[src/logic/ccd_pkg.sv]
// Package of the chop and current-detect configuration block.
// Holds register indices, field positions, reset values and decode helpers.
// Assumes a 16-bit register word carried in the low half of a 32-bit bus.
package ccd_pkg;

  // ****************************************************************
  // Register indices (byte address is four times the index)
  // ****************************************************************
  localparam logic [5:0] IDX_SPARE     = 6'h05;
  localparam logic [5:0] IDX_CONFIG    = 6'h06;
  localparam logic [5:0] IDX_LIM_HIGH  = 6'h07;
  localparam logic [5:0] IDX_LIM_LOW   = 6'h08;
  localparam logic [5:0] IDX_OVERSAMP  = 6'h10;
  localparam logic [5:0] IDX_IRQ_STAT  = 6'h11;
  localparam logic [5:0] IDX_IRQ_MASK  = 6'h12;
  localparam logic [5:0] IDX_STATE     = 6'h13;

  // ****************************************************************
  // Reset values and field layouts
  // ****************************************************************
  localparam logic [15:0] RST_SPARE    = 16'h0000;
  localparam logic [15:0] RST_CONFIG   = 16'h0600;
  localparam logic [15:0] RST_LIM_HIGH = 16'h0000;
  localparam logic [15:0] RST_LIM_LOW  = 16'h0000;
  localparam logic [2:0]  RST_OVERSAMP = 3'h3;
  localparam logic [15:0] LIM_LOW_MASK = 16'hFF0F;
  localparam int          IRQ_W        = 3;
  localparam int          EV_DETECT    = 0;
  localparam int          EV_SPAN_END  = 1;
  localparam int          EV_SETTLED   = 2;
  localparam int          SAMPLE_W     = 24;

  typedef struct packed {
    logic [2:0] spare_bits;
    logic [3:0] chop_settle_delay;
    logic       chop_on;
    logic       detect_every_channel;
    logic [2:0] detect_exceed_count;
    logic [2:0] detect_span;
    logic       detect_mode_on;
  } ccd_config_t;

  // Byte-lane merge of a 16-bit register under the Wishbone selects
  function automatic logic [15:0] lane_merge(input logic [15:0] old, input logic [15:0] dat,
                                             input logic [1:0] sel);
    lane_merge = {sel[1] ? dat[15:8] : old[15:8], sel[0] ? dat[7:0] : old[7:0]};
  endfunction

  // Measurement span in conversion periods
  function automatic logic [11:0] span_periods(input logic [2:0] code);
    unique case (code)
      3'h0: span_periods = 12'h080;
      3'h1: span_periods = 12'h100;
      3'h2: span_periods = 12'h200;
      3'h3: span_periods = 12'h300;
      3'h4: span_periods = 12'h500;
      3'h5: span_periods = 12'h700;
      3'h6: span_periods = 12'hA00;
      3'h7: span_periods = 12'hE00;
    endcase
  endfunction

  // Modulator periods per conversion period, 128 up to 16384
  function automatic logic [14:0] oversamp_ratio(input logic [2:0] code);
    oversamp_ratio = 15'h0080 << code;
  endfunction

endpackage

[src/logic/ccd_settle.sv]
// Settling delay counter for global-chop operation.
// Assumes tick_i is a one-cycle modulator clock strobe on the same clock.
`timescale 1ns/1ps
`default_nettype none
module ccd_settle (
  // Clock and reset
  input  wire logic       sys_clk_i,
  input  wire logic       reset_i,
  // Control
  input  wire logic       start_i,
  input  wire logic       tick_i,
  input  wire logic [3:0] code_i,
  // Status
  output logic            busy_o,
  output logic            done_o
);

  logic [16:0] cnt_q;
  logic        busy_q;
  logic        done_q;
  logic [16:0] target;
  logic        last;

  // Delay is two to the power of code plus one
  assign target = 17'h00001 << (5'(code_i) + 5'h01);
  assign last   = busy_q && tick_i && (cnt_q == target - 17'h00001);

  // Count modulator periods until the delay has passed
  always_ff @(posedge sys_clk_i or posedge reset_i) begin
    if (reset_i) begin
      cnt_q  <= 17'h00000;
      busy_q <= 1'b0;
      done_q <= 1'b0;
    end else begin
      done_q <= last;
      if (start_i) begin
        cnt_q  <= 17'h00000;
        busy_q <= 1'b1;
      end else if (last) begin
        busy_q <= 1'b0;
      end else if (busy_q && tick_i) begin
        cnt_q <= cnt_q + 17'h00001;
      end
    end
  end

  assign busy_o = busy_q;
  assign done_o = done_q;

endmodule
`default_nettype wire

[src/logic/ccd_detect.sv]
// Current-detect engine: counts threshold exceedances within a span.
// Assumes samples and conversion strobes come from logic on the same clock.
`timescale 1ns/1ps
`default_nettype none
module ccd_detect #(
  parameter int NCH = 3
) (
  // Clock and reset
  input  wire logic                                 sys_clk_i,
  input  wire logic                                 reset_i,
  // Configuration
  input  wire logic                                 enable_i,
  input  wire logic                                 gate_i,
  input  wire logic                                 every_i,
  input  wire logic [2:0]                           count_code_i,
  input  wire logic [2:0]                           span_code_i,
  input  wire logic [ccd_pkg::SAMPLE_W-1:0]         limit_i,
  // Data
  input  wire logic                                 conv_tick_i,
  input  wire logic                                 samp_valid_i,
  input  wire logic [NCH-1:0][ccd_pkg::SAMPLE_W-1:0] samp_data_i,
  // Events
  output logic                                      detect_o,
  output logic                                      span_end_o
);

  logic [NCH-1:0] over;
  logic [11:0]    span_q;
  logic [7:0]     hits_q;
  logic           fired_q;
  logic           detect_q;
  logic           span_end_q;
  logic           hit;
  logic           last;
  logic [7:0]     need;

  // Magnitude of each result against the 24-bit limit
  for (genvar c = 0; c < NCH; c++) begin : g_cmp
    logic [ccd_pkg::SAMPLE_W-1:0] mag;
    assign mag     = samp_data_i[c][ccd_pkg::SAMPLE_W-1] ? -samp_data_i[c] : samp_data_i[c];
    assign over[c] = mag > limit_i;
  end

  assign hit  = samp_valid_i && gate_i && (every_i ? &over : |over);
  assign need = 8'h01 << count_code_i;
  assign last = conv_tick_i && (span_q == ccd_pkg::span_periods(span_code_i) - 12'h001);

  // Span counter and exceedance counter, cleared at each span end
  always_ff @(posedge sys_clk_i or posedge reset_i) begin
    if (reset_i) begin
      span_q     <= 12'h000;
      hits_q     <= 8'h00;
      fired_q    <= 1'b0;
      detect_q   <= 1'b0;
      span_end_q <= 1'b0;
    end else if (!enable_i) begin
      span_q     <= 12'h000;
      hits_q     <= 8'h00;
      fired_q    <= 1'b0;
      detect_q   <= 1'b0;
      span_end_q <= 1'b0;
    end else begin
      span_end_q <= last;
      detect_q   <= hit && !fired_q && (hits_q + 8'h01 == need);
      if (last) begin
        span_q  <= 12'h000;
        hits_q  <= 8'h00;
        fired_q <= 1'b0;
      end else begin
        if (conv_tick_i) begin
          span_q <= span_q + 12'h001;
        end
        if (hit && !fired_q) begin
          hits_q  <= hits_q + 8'h01;
          fired_q <= (hits_q + 8'h01 == need);
        end
      end
    end
  end

  assign detect_o   = detect_q;
  assign span_end_o = span_end_q;

endmodule
`default_nettype wire

[src/logic/ccd_top.sv]
// Chop and current-detect configuration block with a Wishbone slave.
// Assumes a classic Wishbone master and modulator, chop and sample strobes
// from logic on the same clock.
// Counts assume mod_tick_i pulses once per modulator clock period.
//
// Behaviour
// - Chop settling waits two to code-plus-one periods
// - Config word resets to 0600h, chop off
// - Bit 7 selects any or every channel
// - Exceed count field selects 1 to 128
// - Span field selects 128 to 3584 periods
// - Upper limit word is read-write, resets zero
// - Low limit register holds bits 15:8 and 3:0
// - Conversion period follows oversampling ratio code
//
// Decided for this implementation: register access over Wishbone.
`timescale 1ns/1ps
`default_nettype none
module ccd_top #(
  parameter int NCH = 3
) (
  // Clock and reset
  input  wire logic                                  sys_clk_i,
  input  wire logic                                  reset_i,
  // Wishbone slave
  input  wire logic                                  wb_cyc_i,
  input  wire logic                                  wb_stb_i,
  input  wire logic                                  wb_we_i,
  input  wire logic [7:0]                            wb_adr_i,
  input  wire logic [3:0]                            wb_sel_i,
  input  wire logic [31:0]                           wb_dat_i,
  output logic      [31:0]                           wb_dat_o,
  output logic                                       wb_ack_o,
  // Converter side
  input  wire logic                                  mod_tick_i,
  input  wire logic                                  chop_swap_i,
  input  wire logic                                  samp_valid_i,
  input  wire logic [NCH-1:0][ccd_pkg::SAMPLE_W-1:0] samp_data_i,
  // Results
  output logic                                       irq_o,
  output logic                                       detect_o,
  output logic                                       chop_on_o,
  output logic                                       measuring_o
);

  // ****************************************************************
  // Declarations
  // ****************************************************************
  // Software-visible registers
  logic [15:0]              spare_q;
  ccd_pkg::ccd_config_t     cfg_q;
  logic [15:0]              lim_hi_q;
  logic [15:0]              lim_lo_q;
  logic [2:0]               osr_q;

  // Interrupt status, mask and next status
  logic [ccd_pkg::IRQ_W-1:0] sts_q;
  logic [ccd_pkg::IRQ_W-1:0] msk_q;
  logic [ccd_pkg::IRQ_W-1:0] sts_d;

  // Bus answer
  logic                     ack_q;
  logic [31:0]              rdat_q;

  // Output flops and chop edge memory
  logic                     irq_q;
  logic                     detect_q;
  logic                     meas_q;
  logic                     chop_on_q;
  logic                     chop_prev_q;

  // Conversion period divider
  logic [14:0]              conv_cnt_q;
  logic                     conv_tick_q;

  // Bus decode
  logic                     req;
  logic                     wr;
  logic [5:0]               idx;
  logic                     sel_spare;
  logic                     sel_cfg;
  logic                     sel_lim_hi;
  logic                     sel_lim_lo;
  logic                     sel_osr;
  logic                     sel_sts;
  logic                     sel_msk;
  logic                     sel_state;

  // Write data path and read selection
  logic [15:0]              wdat;
  logic [1:0]               wsel;
  logic [15:0]              rmux;

  // Interrupt terms
  logic [ccd_pkg::IRQ_W-1:0] w1c;
  logic [ccd_pkg::IRQ_W-1:0] events;

  // Measurement control and sub-block results
  logic [ccd_pkg::SAMPLE_W-1:0] limit;
  logic                     settle_start;
  logic                     settle_busy;
  logic                     settle_done;
  logic                     gate;
  logic                     ev_detect;
  logic                     ev_span_end;
  logic                     conv_last;

  // ****************************************************************
  // Wishbone decode
  // ****************************************************************

  // Request seen once per access, ack follows in the next cycle
  assign req        = wb_cyc_i && wb_stb_i && !ack_q;
  assign wr         = req && wb_we_i;
  assign idx        = wb_adr_i[7:2];
  assign wdat       = wb_dat_i[15:0];
  assign wsel       = wb_sel_i[1:0];
  assign sel_spare  = idx == ccd_pkg::IDX_SPARE;
  assign sel_cfg    = idx == ccd_pkg::IDX_CONFIG;
  assign sel_lim_hi = idx == ccd_pkg::IDX_LIM_HIGH;
  assign sel_lim_lo = idx == ccd_pkg::IDX_LIM_LOW;
  assign sel_osr    = idx == ccd_pkg::IDX_OVERSAMP;
  assign sel_sts    = idx == ccd_pkg::IDX_IRQ_STAT;
  assign sel_msk    = idx == ccd_pkg::IDX_IRQ_MASK;
  assign sel_state  = idx == ccd_pkg::IDX_STATE;

  // Read selection, unmapped indices read as zero
  assign rmux = sel_spare  ? spare_q :
                sel_cfg    ? cfg_q :
                sel_lim_hi ? lim_hi_q :
                sel_lim_lo ? (lim_lo_q & ccd_pkg::LIM_LOW_MASK) :
                sel_osr    ? {13'h0000, osr_q} :
                sel_sts    ? {13'h0000, sts_q} :
                sel_msk    ? {13'h0000, msk_q} :
                sel_state  ? {14'h0000, meas_q, settle_busy} :
                16'h0000;

  // Bus answer flops
  // Read data is zero whenever ack is low
  always_ff @(posedge sys_clk_i or posedge reset_i) begin
    if (reset_i) begin
      ack_q  <= 1'b0;
      rdat_q <= 32'h00000000;
    end else begin
      ack_q  <= req;
      rdat_q <= req ? {16'h0000, rmux} : 32'h00000000;
    end
  end

  // ****************************************************************
  // Configuration registers
  // ****************************************************************

  // Spare word and config store what is written; zeros are the host's duty
  always_ff @(posedge sys_clk_i or posedge reset_i) begin
    if (reset_i) begin
      spare_q <= ccd_pkg::RST_SPARE;
      cfg_q   <= ccd_pkg::RST_CONFIG;
    end else begin
      if (wr && sel_spare) begin
        spare_q <= ccd_pkg::lane_merge(spare_q, wdat, wsel);
      end
      if (wr && sel_cfg) begin
        cfg_q <= ccd_pkg::lane_merge(cfg_q, wdat, wsel);
      end
    end
  end

  // Limit words and oversampling code
  always_ff @(posedge sys_clk_i or posedge reset_i) begin
    if (reset_i) begin
      lim_hi_q <= ccd_pkg::RST_LIM_HIGH;
      lim_lo_q <= ccd_pkg::RST_LIM_LOW;
      osr_q    <= ccd_pkg::RST_OVERSAMP;
    end else begin
      if (wr && sel_lim_hi) begin
        lim_hi_q <= ccd_pkg::lane_merge(lim_hi_q, wdat, wsel);
      end
      if (wr && sel_lim_lo) begin
        lim_lo_q <= ccd_pkg::lane_merge(lim_lo_q, wdat, wsel) & ccd_pkg::LIM_LOW_MASK;
      end
      if (wr && sel_osr && wsel[0]) begin
        osr_q <= wdat[2:0];
      end
    end
  end

  // Full 24-bit limit from upper word and lower byte
  // Hits are strictly above it, so an equal result is no hit
  assign limit = {lim_hi_q, lim_lo_q[15:8]};

  // ****************************************************************
  // Conversion period and chop settling
  // ****************************************************************

  // One conversion period every ratio modulator periods
  // Lowering the ratio mid-period lets the count wrap once
  assign conv_last = mod_tick_i && (conv_cnt_q == ccd_pkg::oversamp_ratio(osr_q) - 15'h0001);

  // Divider of modulator ticks into conversion ticks
  always_ff @(posedge sys_clk_i or posedge reset_i) begin
    if (reset_i) begin
      conv_cnt_q  <= 15'h0000;
      conv_tick_q <= 1'b0;
    end else begin
      conv_tick_q <= conv_last;
      if (conv_last) begin
        conv_cnt_q <= 15'h0000;
      end else if (mod_tick_i) begin
        conv_cnt_q <= conv_cnt_q + 15'h0001;
      end
    end
  end

  // Settling restarts when chop turns on or the chop phase swaps
  // A swap during settling starts the full delay again
  assign settle_start = cfg_q.chop_on && (!chop_prev_q || chop_swap_i);

  // Samples are refused from the start cycle until settling ends
  assign gate         = !cfg_q.chop_on || (!settle_busy && !settle_start);

  ccd_settle u_settle (
    .sys_clk_i (sys_clk_i),
    .reset_i   (reset_i),
    .start_i   (settle_start),
    .tick_i    (mod_tick_i),
    .code_i    (cfg_q.chop_settle_delay),
    .busy_o    (settle_busy),
    .done_o    (settle_done)
  );

  // ****************************************************************
  // Current detection
  // ****************************************************************

  // Exceedance counting over one measurement span
  ccd_detect #(
    .NCH (NCH)
  ) u_detect (
    .sys_clk_i    (sys_clk_i),
    .reset_i      (reset_i),
    .enable_i     (cfg_q.detect_mode_on),
    .gate_i       (gate),
    .every_i      (cfg_q.detect_every_channel),
    .count_code_i (cfg_q.detect_exceed_count),
    .span_code_i  (cfg_q.detect_span),
    .limit_i      (limit),
    .conv_tick_i  (conv_tick_q),
    .samp_valid_i (samp_valid_i),
    .samp_data_i  (samp_data_i),
    .detect_o     (ev_detect),
    .span_end_o   (ev_span_end)
  );

  // ****************************************************************
  // Interrupts
  // ****************************************************************

  // Sticky status, write one to clear, a new event wins over the clear
  assign events = {settle_done, ev_span_end, ev_detect};
  assign w1c    = (wr && sel_sts && wsel[0]) ? wdat[ccd_pkg::IRQ_W-1:0] : '0;
  assign sts_d  = (sts_q & ~w1c) | events;

  // Status and mask flops; irq follows the next status
  always_ff @(posedge sys_clk_i or posedge reset_i) begin
    if (reset_i) begin
      sts_q <= '0;
      msk_q <= '0;
      irq_q <= 1'b0;
    end else begin
      sts_q <= sts_d;
      irq_q <= |(sts_d & msk_q);
      if (wr && sel_msk && wsel[0]) begin
        msk_q <= wdat[ccd_pkg::IRQ_W-1:0];
      end
    end
  end

  // ****************************************************************
  // Result outputs
  // ****************************************************************

  // Registered copies of the detect event, chop bit and measuring state
  always_ff @(posedge sys_clk_i or posedge reset_i) begin
    if (reset_i) begin
      detect_q    <= 1'b0;
      meas_q      <= 1'b0;
      chop_on_q   <= 1'b0;
      chop_prev_q <= 1'b0;
    end else begin
      detect_q    <= ev_detect;
      meas_q      <= cfg_q.detect_mode_on && gate;
      chop_on_q   <= cfg_q.chop_on;
      chop_prev_q <= cfg_q.chop_on;
    end
  end

  // Ports come straight from the flops
  assign wb_ack_o    = ack_q;
  assign wb_dat_o    = rdat_q;
  assign irq_o       = irq_q;
  assign detect_o    = detect_q;
  assign chop_on_o   = chop_on_q;
  assign measuring_o = meas_q;

endmodule
`default_nettype wire

[config.mk]
export PLATFORM = sky130hd
export DESIGN_NAME = ccd_top
export DESIGN_NICKNAME = d
export VERILOG_FILES = /design/src/logic/ccd_pkg.sv /design/src/logic/ccd_settle.sv /design/src/logic/ccd_detect.sv /design/src/logic/ccd_top.sv
export SDC_FILE = /design/constraint.sdc
export NUM_CORES = 1
export LEC_CHECK = 0
export BUFFER_PORTS_ARGS = -buffer_cell sky130_fd_sc_hd__buf_2
export CORE_MARGIN = 2
export CORE_UTILIZATION = 50
export DETAILED_ROUTE_END_ITERATION = 12
export PLACE_DENSITY = 0.71
export SLEW_MARGIN = 20
export SYNTH_ARGS = -nofsm -noshare
export SYNTH_HDL_FRONTEND = slang
export SYNTH_SLANG_ARGS = --single-unit
[constraint.sdc]
create_clock -name sys_clk_i -period 5.7 [get_ports sys_clk_i]
set_input_delay 0.855 -clock sys_clk_i [delete_from_list [all_inputs] [get_ports sys_clk_i]]
set_output_delay 0.855 -clock sys_clk_i [all_outputs]
set_load 0.05 [all_outputs]
# Word-level counts from Yosys, hierarchy flattened
# Memory sizes are Yosys's and may differ from the RTL's.
# Cells that the tools add are included.
# Widths: inputs -> output; s select.
# op_classes
n_addsub	11
multipliers	0
div	0
n_lt_le_gt_ge	3
n_eq_ne	15
shifts	3
muxes	32
bitwise	4
n_reduce_logical	47
# ops
operator	count
$mux 16	5
$gt 24x24->1	3
$mux 24	3
$neg 24->24	3
$mux 17	3
$mux 12	3
$mux 15	2
$eq 6x5->1 const B	4
$logic_and 1x1->1	24
$mux 8	3
$eq 6x3->1 const B	3
$reduce_and 2->1	9
$add 17x1->17 const B	1
$eq 17x17->1	1
$shl 1x5->17 const A	1
$sub 17x1->17 const B	1
$add 15x1->15 const B	1
$eq 15x15->1	1
$shl 8x3->15 const A	1
$sub 15x1->15 const B	1
$add 12x1->12 const B	1
$eq 12x12->1	1
$mux 3	4
$sub 12x1->12 const B	1
other kinds (17)	35
# word_totals
reg_bits	148
latchBits	0
ram_bits	0
romBits	40
input_bits	124
out_inout_bits	37
memories	1
# mem_list
memory	words	width	read_ports	rd_ports_with_merged_regs	write_ports	line	source
(name not given)	8	5	1	0	0	ccd_pkg.sv:51	unique case (code)

# Depth between registers and ports, before layout
# logic_depth
ltp_word	12
mapped_depth	18
ltp_nobuf	18

# By module
# From an unflattened synthesis, not the netlist that was laid out.
# unflattened
cells_unflattened	1186
hier_area_um2	11059.4
# modules_own_cells
mod	n_inst	cells_per_inst	area_each_um2	seq_area_each_um2
ccd_top	1	389	4799.6	2657.5
ccd_detect	1	591	4598.2	575.6
ccd_settle	1	206	1661.6	475.5

# Worst setup path after synthesis
# No wires, ideal clock.
# synth_path
path_type	input to register
startpoint	in samp_data_i[53] (netlist bit)
endpoint	reg u_detect.hits_q[0]
t_arrival_ps	4788
t_required_ps	5621
slack_ps	833
cell_stages	14
path_cell_list	or4_1 > or3_1 > or4_1 > o41ai_1 > xnor2_1 > ha_1 > nand4_1 > or4_1 > or2_2 > mux2i_1 > a21oi_1 > a21boi_1 > o21a_1 > mux2i_1
# synth_via
elab_chain_cells	8
word_cells_on_any_way	9
cone_classes	add/sub (1); order compare (1); eq/ne (1); mux (2); reduce/logical (4)
# synth_rtl
element	line	source
from (decl)	ccd_top.sv:38	input wire logic [NCH-1:0][ccd_pkg::SAMPLE_W-1:0] samp_data_i,
$neg 24->24	ccd_detect.sv:40	assign mag = samp_data_i[c][ccd_pkg::SAMPLE_W-1] ? -samp_data_i[c] : samp_data_i[c];
$mux 24 (*)	ccd_detect.sv:40	
$gt 24x24->1 (*)	ccd_detect.sv:41	assign over[c] = mag > limit_i;
$reduce_or 3->1 / $reduce_and 3->1 (equally long branches)	ccd_detect.sv:44	assign hit = samp_valid_i && gate_i && (every_i ? &over : |over);
$mux 1 (*)	ccd_detect.sv:44	
$logic_and 1x1->1 (*)	ccd_detect.sv:44	
$logic_and 1x1->1 (*)	ccd_detect.sv:73	if (hit && !fired_q) begin
$ne 3x1->1 (no source line) (*)	--	
to (signal assigned)	ccd_detect.sv:74	hits_q <= hits_q + 8'h01;
to (decl)	ccd_detect.sv:29	logic [7:0] hits_q;
# Mark *: on every way between the ends. The rest lies on a longest branch, timed or not.
# A chain may end at the register's enable or synchronous reset.

# Worst setup path after layout
# layout_path
startpoint	in samp_data_i[5] (netlist bit)
endpoint	reg u_detect.hits_q[1]
# The elaborated chain is that of the path after synthesis.

==> impl_metrics.ini <==
[run_status]
status = finished, final reports clean

[synth]
ys_types = 79
synthTopCellsByCount = dfrtp_1, nand2_1, xnor2_1, ha_1, o21ai_0
ys.flop_type = dfrtp_1
seq_area_frac_synth_pct = 34.5
postSynth.asyncResetShare_pct = 100
synth-edff-count = 0
synth_seq_cells = 148
postSynthCellCount = 1177
avgSynthCellArea_um2 = 9.14
ys.warnings.count = 0
post-synth-top-count-cell = dfrtp_1
synth_top_area_share_pct = 33.5
synth_area_leaders = dfrtp_1, ha_1, xnor2_1, mux2_2, nand2_1
synth_area_um2 = 10800
yosysTopAreaCell = dfrtp_1

[sta]
worst_pin_slew_ps = 1010
setup_viol_count_final = 0
slew_violations = 0
fin_crit_ps = 5100
finalSetupTns_ps = 0
hold_viol = 0
fin_worst_skew_ps = 9.14
relSlewSlack_pct = 32.6
setup_ws_ps = 601
whs_ps = 447
fmax_mhz = 196
finalCritPeriodShare_pct = 89.5
rsz0062_at_grt = no

[cts]
cts_resized = 0
insertion_delay_ps = 430
post_cts_buffers = 0
cts_hold_buf = 0
cts_buffers = 17
clock_path_buffers = 2
h-tree-depth = 4
tritoncts = built
path_clk_slew_ps = 70
cts.sinks = 148
cts_root_buffer = clkbuf_16

[floorplanning]
ios = 161
core_um2 = 21100
die_height_um = 151
start_util_pct = 51.0
dieArea_um2 = 22700
fp.dieW_um = 151
rows = 53

[critical_path]
r2r_setup_slack_ps = 1770
critPathSlowestCell = a2111oi_0
start_kind = input port
crit_arrival_ps = 5450
slowest_delay_ps = 500
cp_common_cell = or3_4
crit_family = compound AO/OA/AOI/OAI gates
crit_path_end_kind = flip-flop
reg2reg_depth = 10
cp_cell_sequence = buf_2, or3_4, or4_4, or3_4, or3_1, nand2b_1, o41ai_2, xnor2_1, ha_1, a21oi_1, a21boi_0, a2111oi_0, a32oi_1, o21ai_1, o21a_1, mux2i_1
critical_path.max_fanout = 6
r2r-end = u_settle.cnt_q[4]$_DFFE_PP0P_
critical_path_class = in -> reg
crit_buf_inv = 1
r2r_start = cfg_q[11]$_DFFE_PP0P_
cp_data_required_time_ps = 6050

[place]
place_ws_ps = 147
dp_hpwl_um = 20200
gp_congestion = 0.873
numPortBuffers = 124
dpl_cell_area_um2 = 11500

[route]
drtAntennaViolNets = 0
wl_per_cell_um = 16.9
routed_via_density = 5.81
wl_um = 26600
dr.pass1.iters = 5
drt_iter0_markers = 518
drc = 0
vias = 9129

[finish]
syn_to_final_growth_pct = 13.2
fin_nets = 1486
drive_gt1_share_pct = 18.6
final_cell_area_um2 = 12200

[hold_path]
min_to = detect_o$_DFF_PP0_
hold_start = u_detect.detect_o$_DFF_PP0_
worstHoldPathType = reg -> reg
hold_path_depth = 0

[global_route]
grtUsageTotal_pct = 23.9
grt_overflow = 0
grt_pass1_vias = 8668
antenna_found_initial = 3
grt_pass1_wl_um = 42900
grt_start_max_net_pins = 112

[power_and_ir_drop]
peakVddDrop_mv = 0.256
power_density_nw_per_um2 = 235
p_leak_nw = 5.54

[flow_run]
cap_violations = 0
[layout make-up]
| type | instances | area, um^2 |
|---|---|---|
| diodes | 2 | 5.00 |
| clock buffers | 18 | 439 |
| clock inverters | 14 | 200 |
| fillers | 1931 | 8910 |
| inverters | 46 | 180 |
| multi-input cells | 937 | 6630 |
| flip-flops and latches | 148 | 3710 |
| well taps | 275 | 344 |
| repair buffers | 130 | 666 |
[report_power, final]
| group | total, mW | internal [mW] | switching (mW) |
|---|---|---|---|
| clock | 1.22 | 0.749 | 0.466 |
| combinational | 0.477 | 0.194 | 0.283 |
| sequential | 1.17 | 1.10 | 0.0651 |
[worst register-to-register path: stages (launching register included)]
cell,delay [ps]
dfrtp_1,620
or4_1,580
ha_1,320
nor3b_1,190
o41ai_1,340
xnor2_1,160
o221ai_1,190
o31ai_2,900
or2_1,290
or3_1,130
a21oi_1,60
[cell families after synthesis]
| kind of cell | after synthesis | share of synthesized area [%] |
|---|---|---|
| AND/OR/NAND/NOR | 412 | 20.1 |
| AO/OA/AOI/OAI | 237 | 14.2 |
| flip-flops | 148 | 34.5 |
| XOR/XNOR | 121 | 9.98 |
| buffers and inverters | 107 | 4.44 |
| adder cells (fa/ha/maj) | 82 | 9.54 |
| multiplexers | 68 | 7.15 |
| other | 2 | 0.0698 |
[worst max-delay path by stage]
stage | slack (ps) | cells past startpoint | startpoint | endpoint
detailed placement | 150 | 16 | samp_data_i[5] | u_detect.hits_q[0]$_DFFE_PP0P_
global route | 300 | 16 | samp_data_i[5] | u_detect.hits_q[1]$_DFFE_PP0P_
finish | 600 | 16 | samp_data_i[5] | u_detect.hits_q[1]$_DFFE_PP0P_
floorplan | 830 | 14 | samp_data_i[53] | u_detect.hits_q[0]$_DFFE_PP0P_
global placement | 230 | 16 | samp_data_i[5] | u_detect.hits_q[1]$_DFFE_PP0P_
CTS | 590 | 16 | samp_data_i[5] | u_detect.hits_q[1]$_DFFE_PP0P_
[flip-flops by register name (all words and copies together) (netlist names), 8 cells and up]
| register | count |
|---|---|
| u_detect.hits_q | 8 |
| u_detect.span_q | 12 |
| cfg_q | 16 |
| lim_lo_q | 12 |
| u_settle.cnt_q | 17 |
| lim_hi_q | 16 |
| spare_q | 16 |
| wb_dat_o | 16 |
| conv_cnt_q | 15 |
[layout by cell type, fill, tap and decap left out, drive strengths merged, types with 48 or more instances in the layout]
master / count
nand2: 123
mux2: 51
o21ai: 75
dfrtp: 144
ha: 82
a21oi: 58
buf: 130
xnor2: 101
nor2: 69
inv: 48
[through the flow]
step	total power [mW]	std cells	utilization, %
floorplan	1.52	1192	-
global placement	1.64	1536	54.7
detailed placement	1.66	1536	54.7
CTS	2.88	1568	57.7
global route	2.99	1569	57.7
finish	2.86	1570	57.7
[layer usage]
layer	GRT usage [%]	vias up	share of wire [%]
li1	-	4431	-
met1	31.5	4386	46
met2	39.2	254	47
met3	3.52	56	4.7
met4	10.2	2	2.8
met5	0	-	0.049
(Power assumes the default switching activity.)
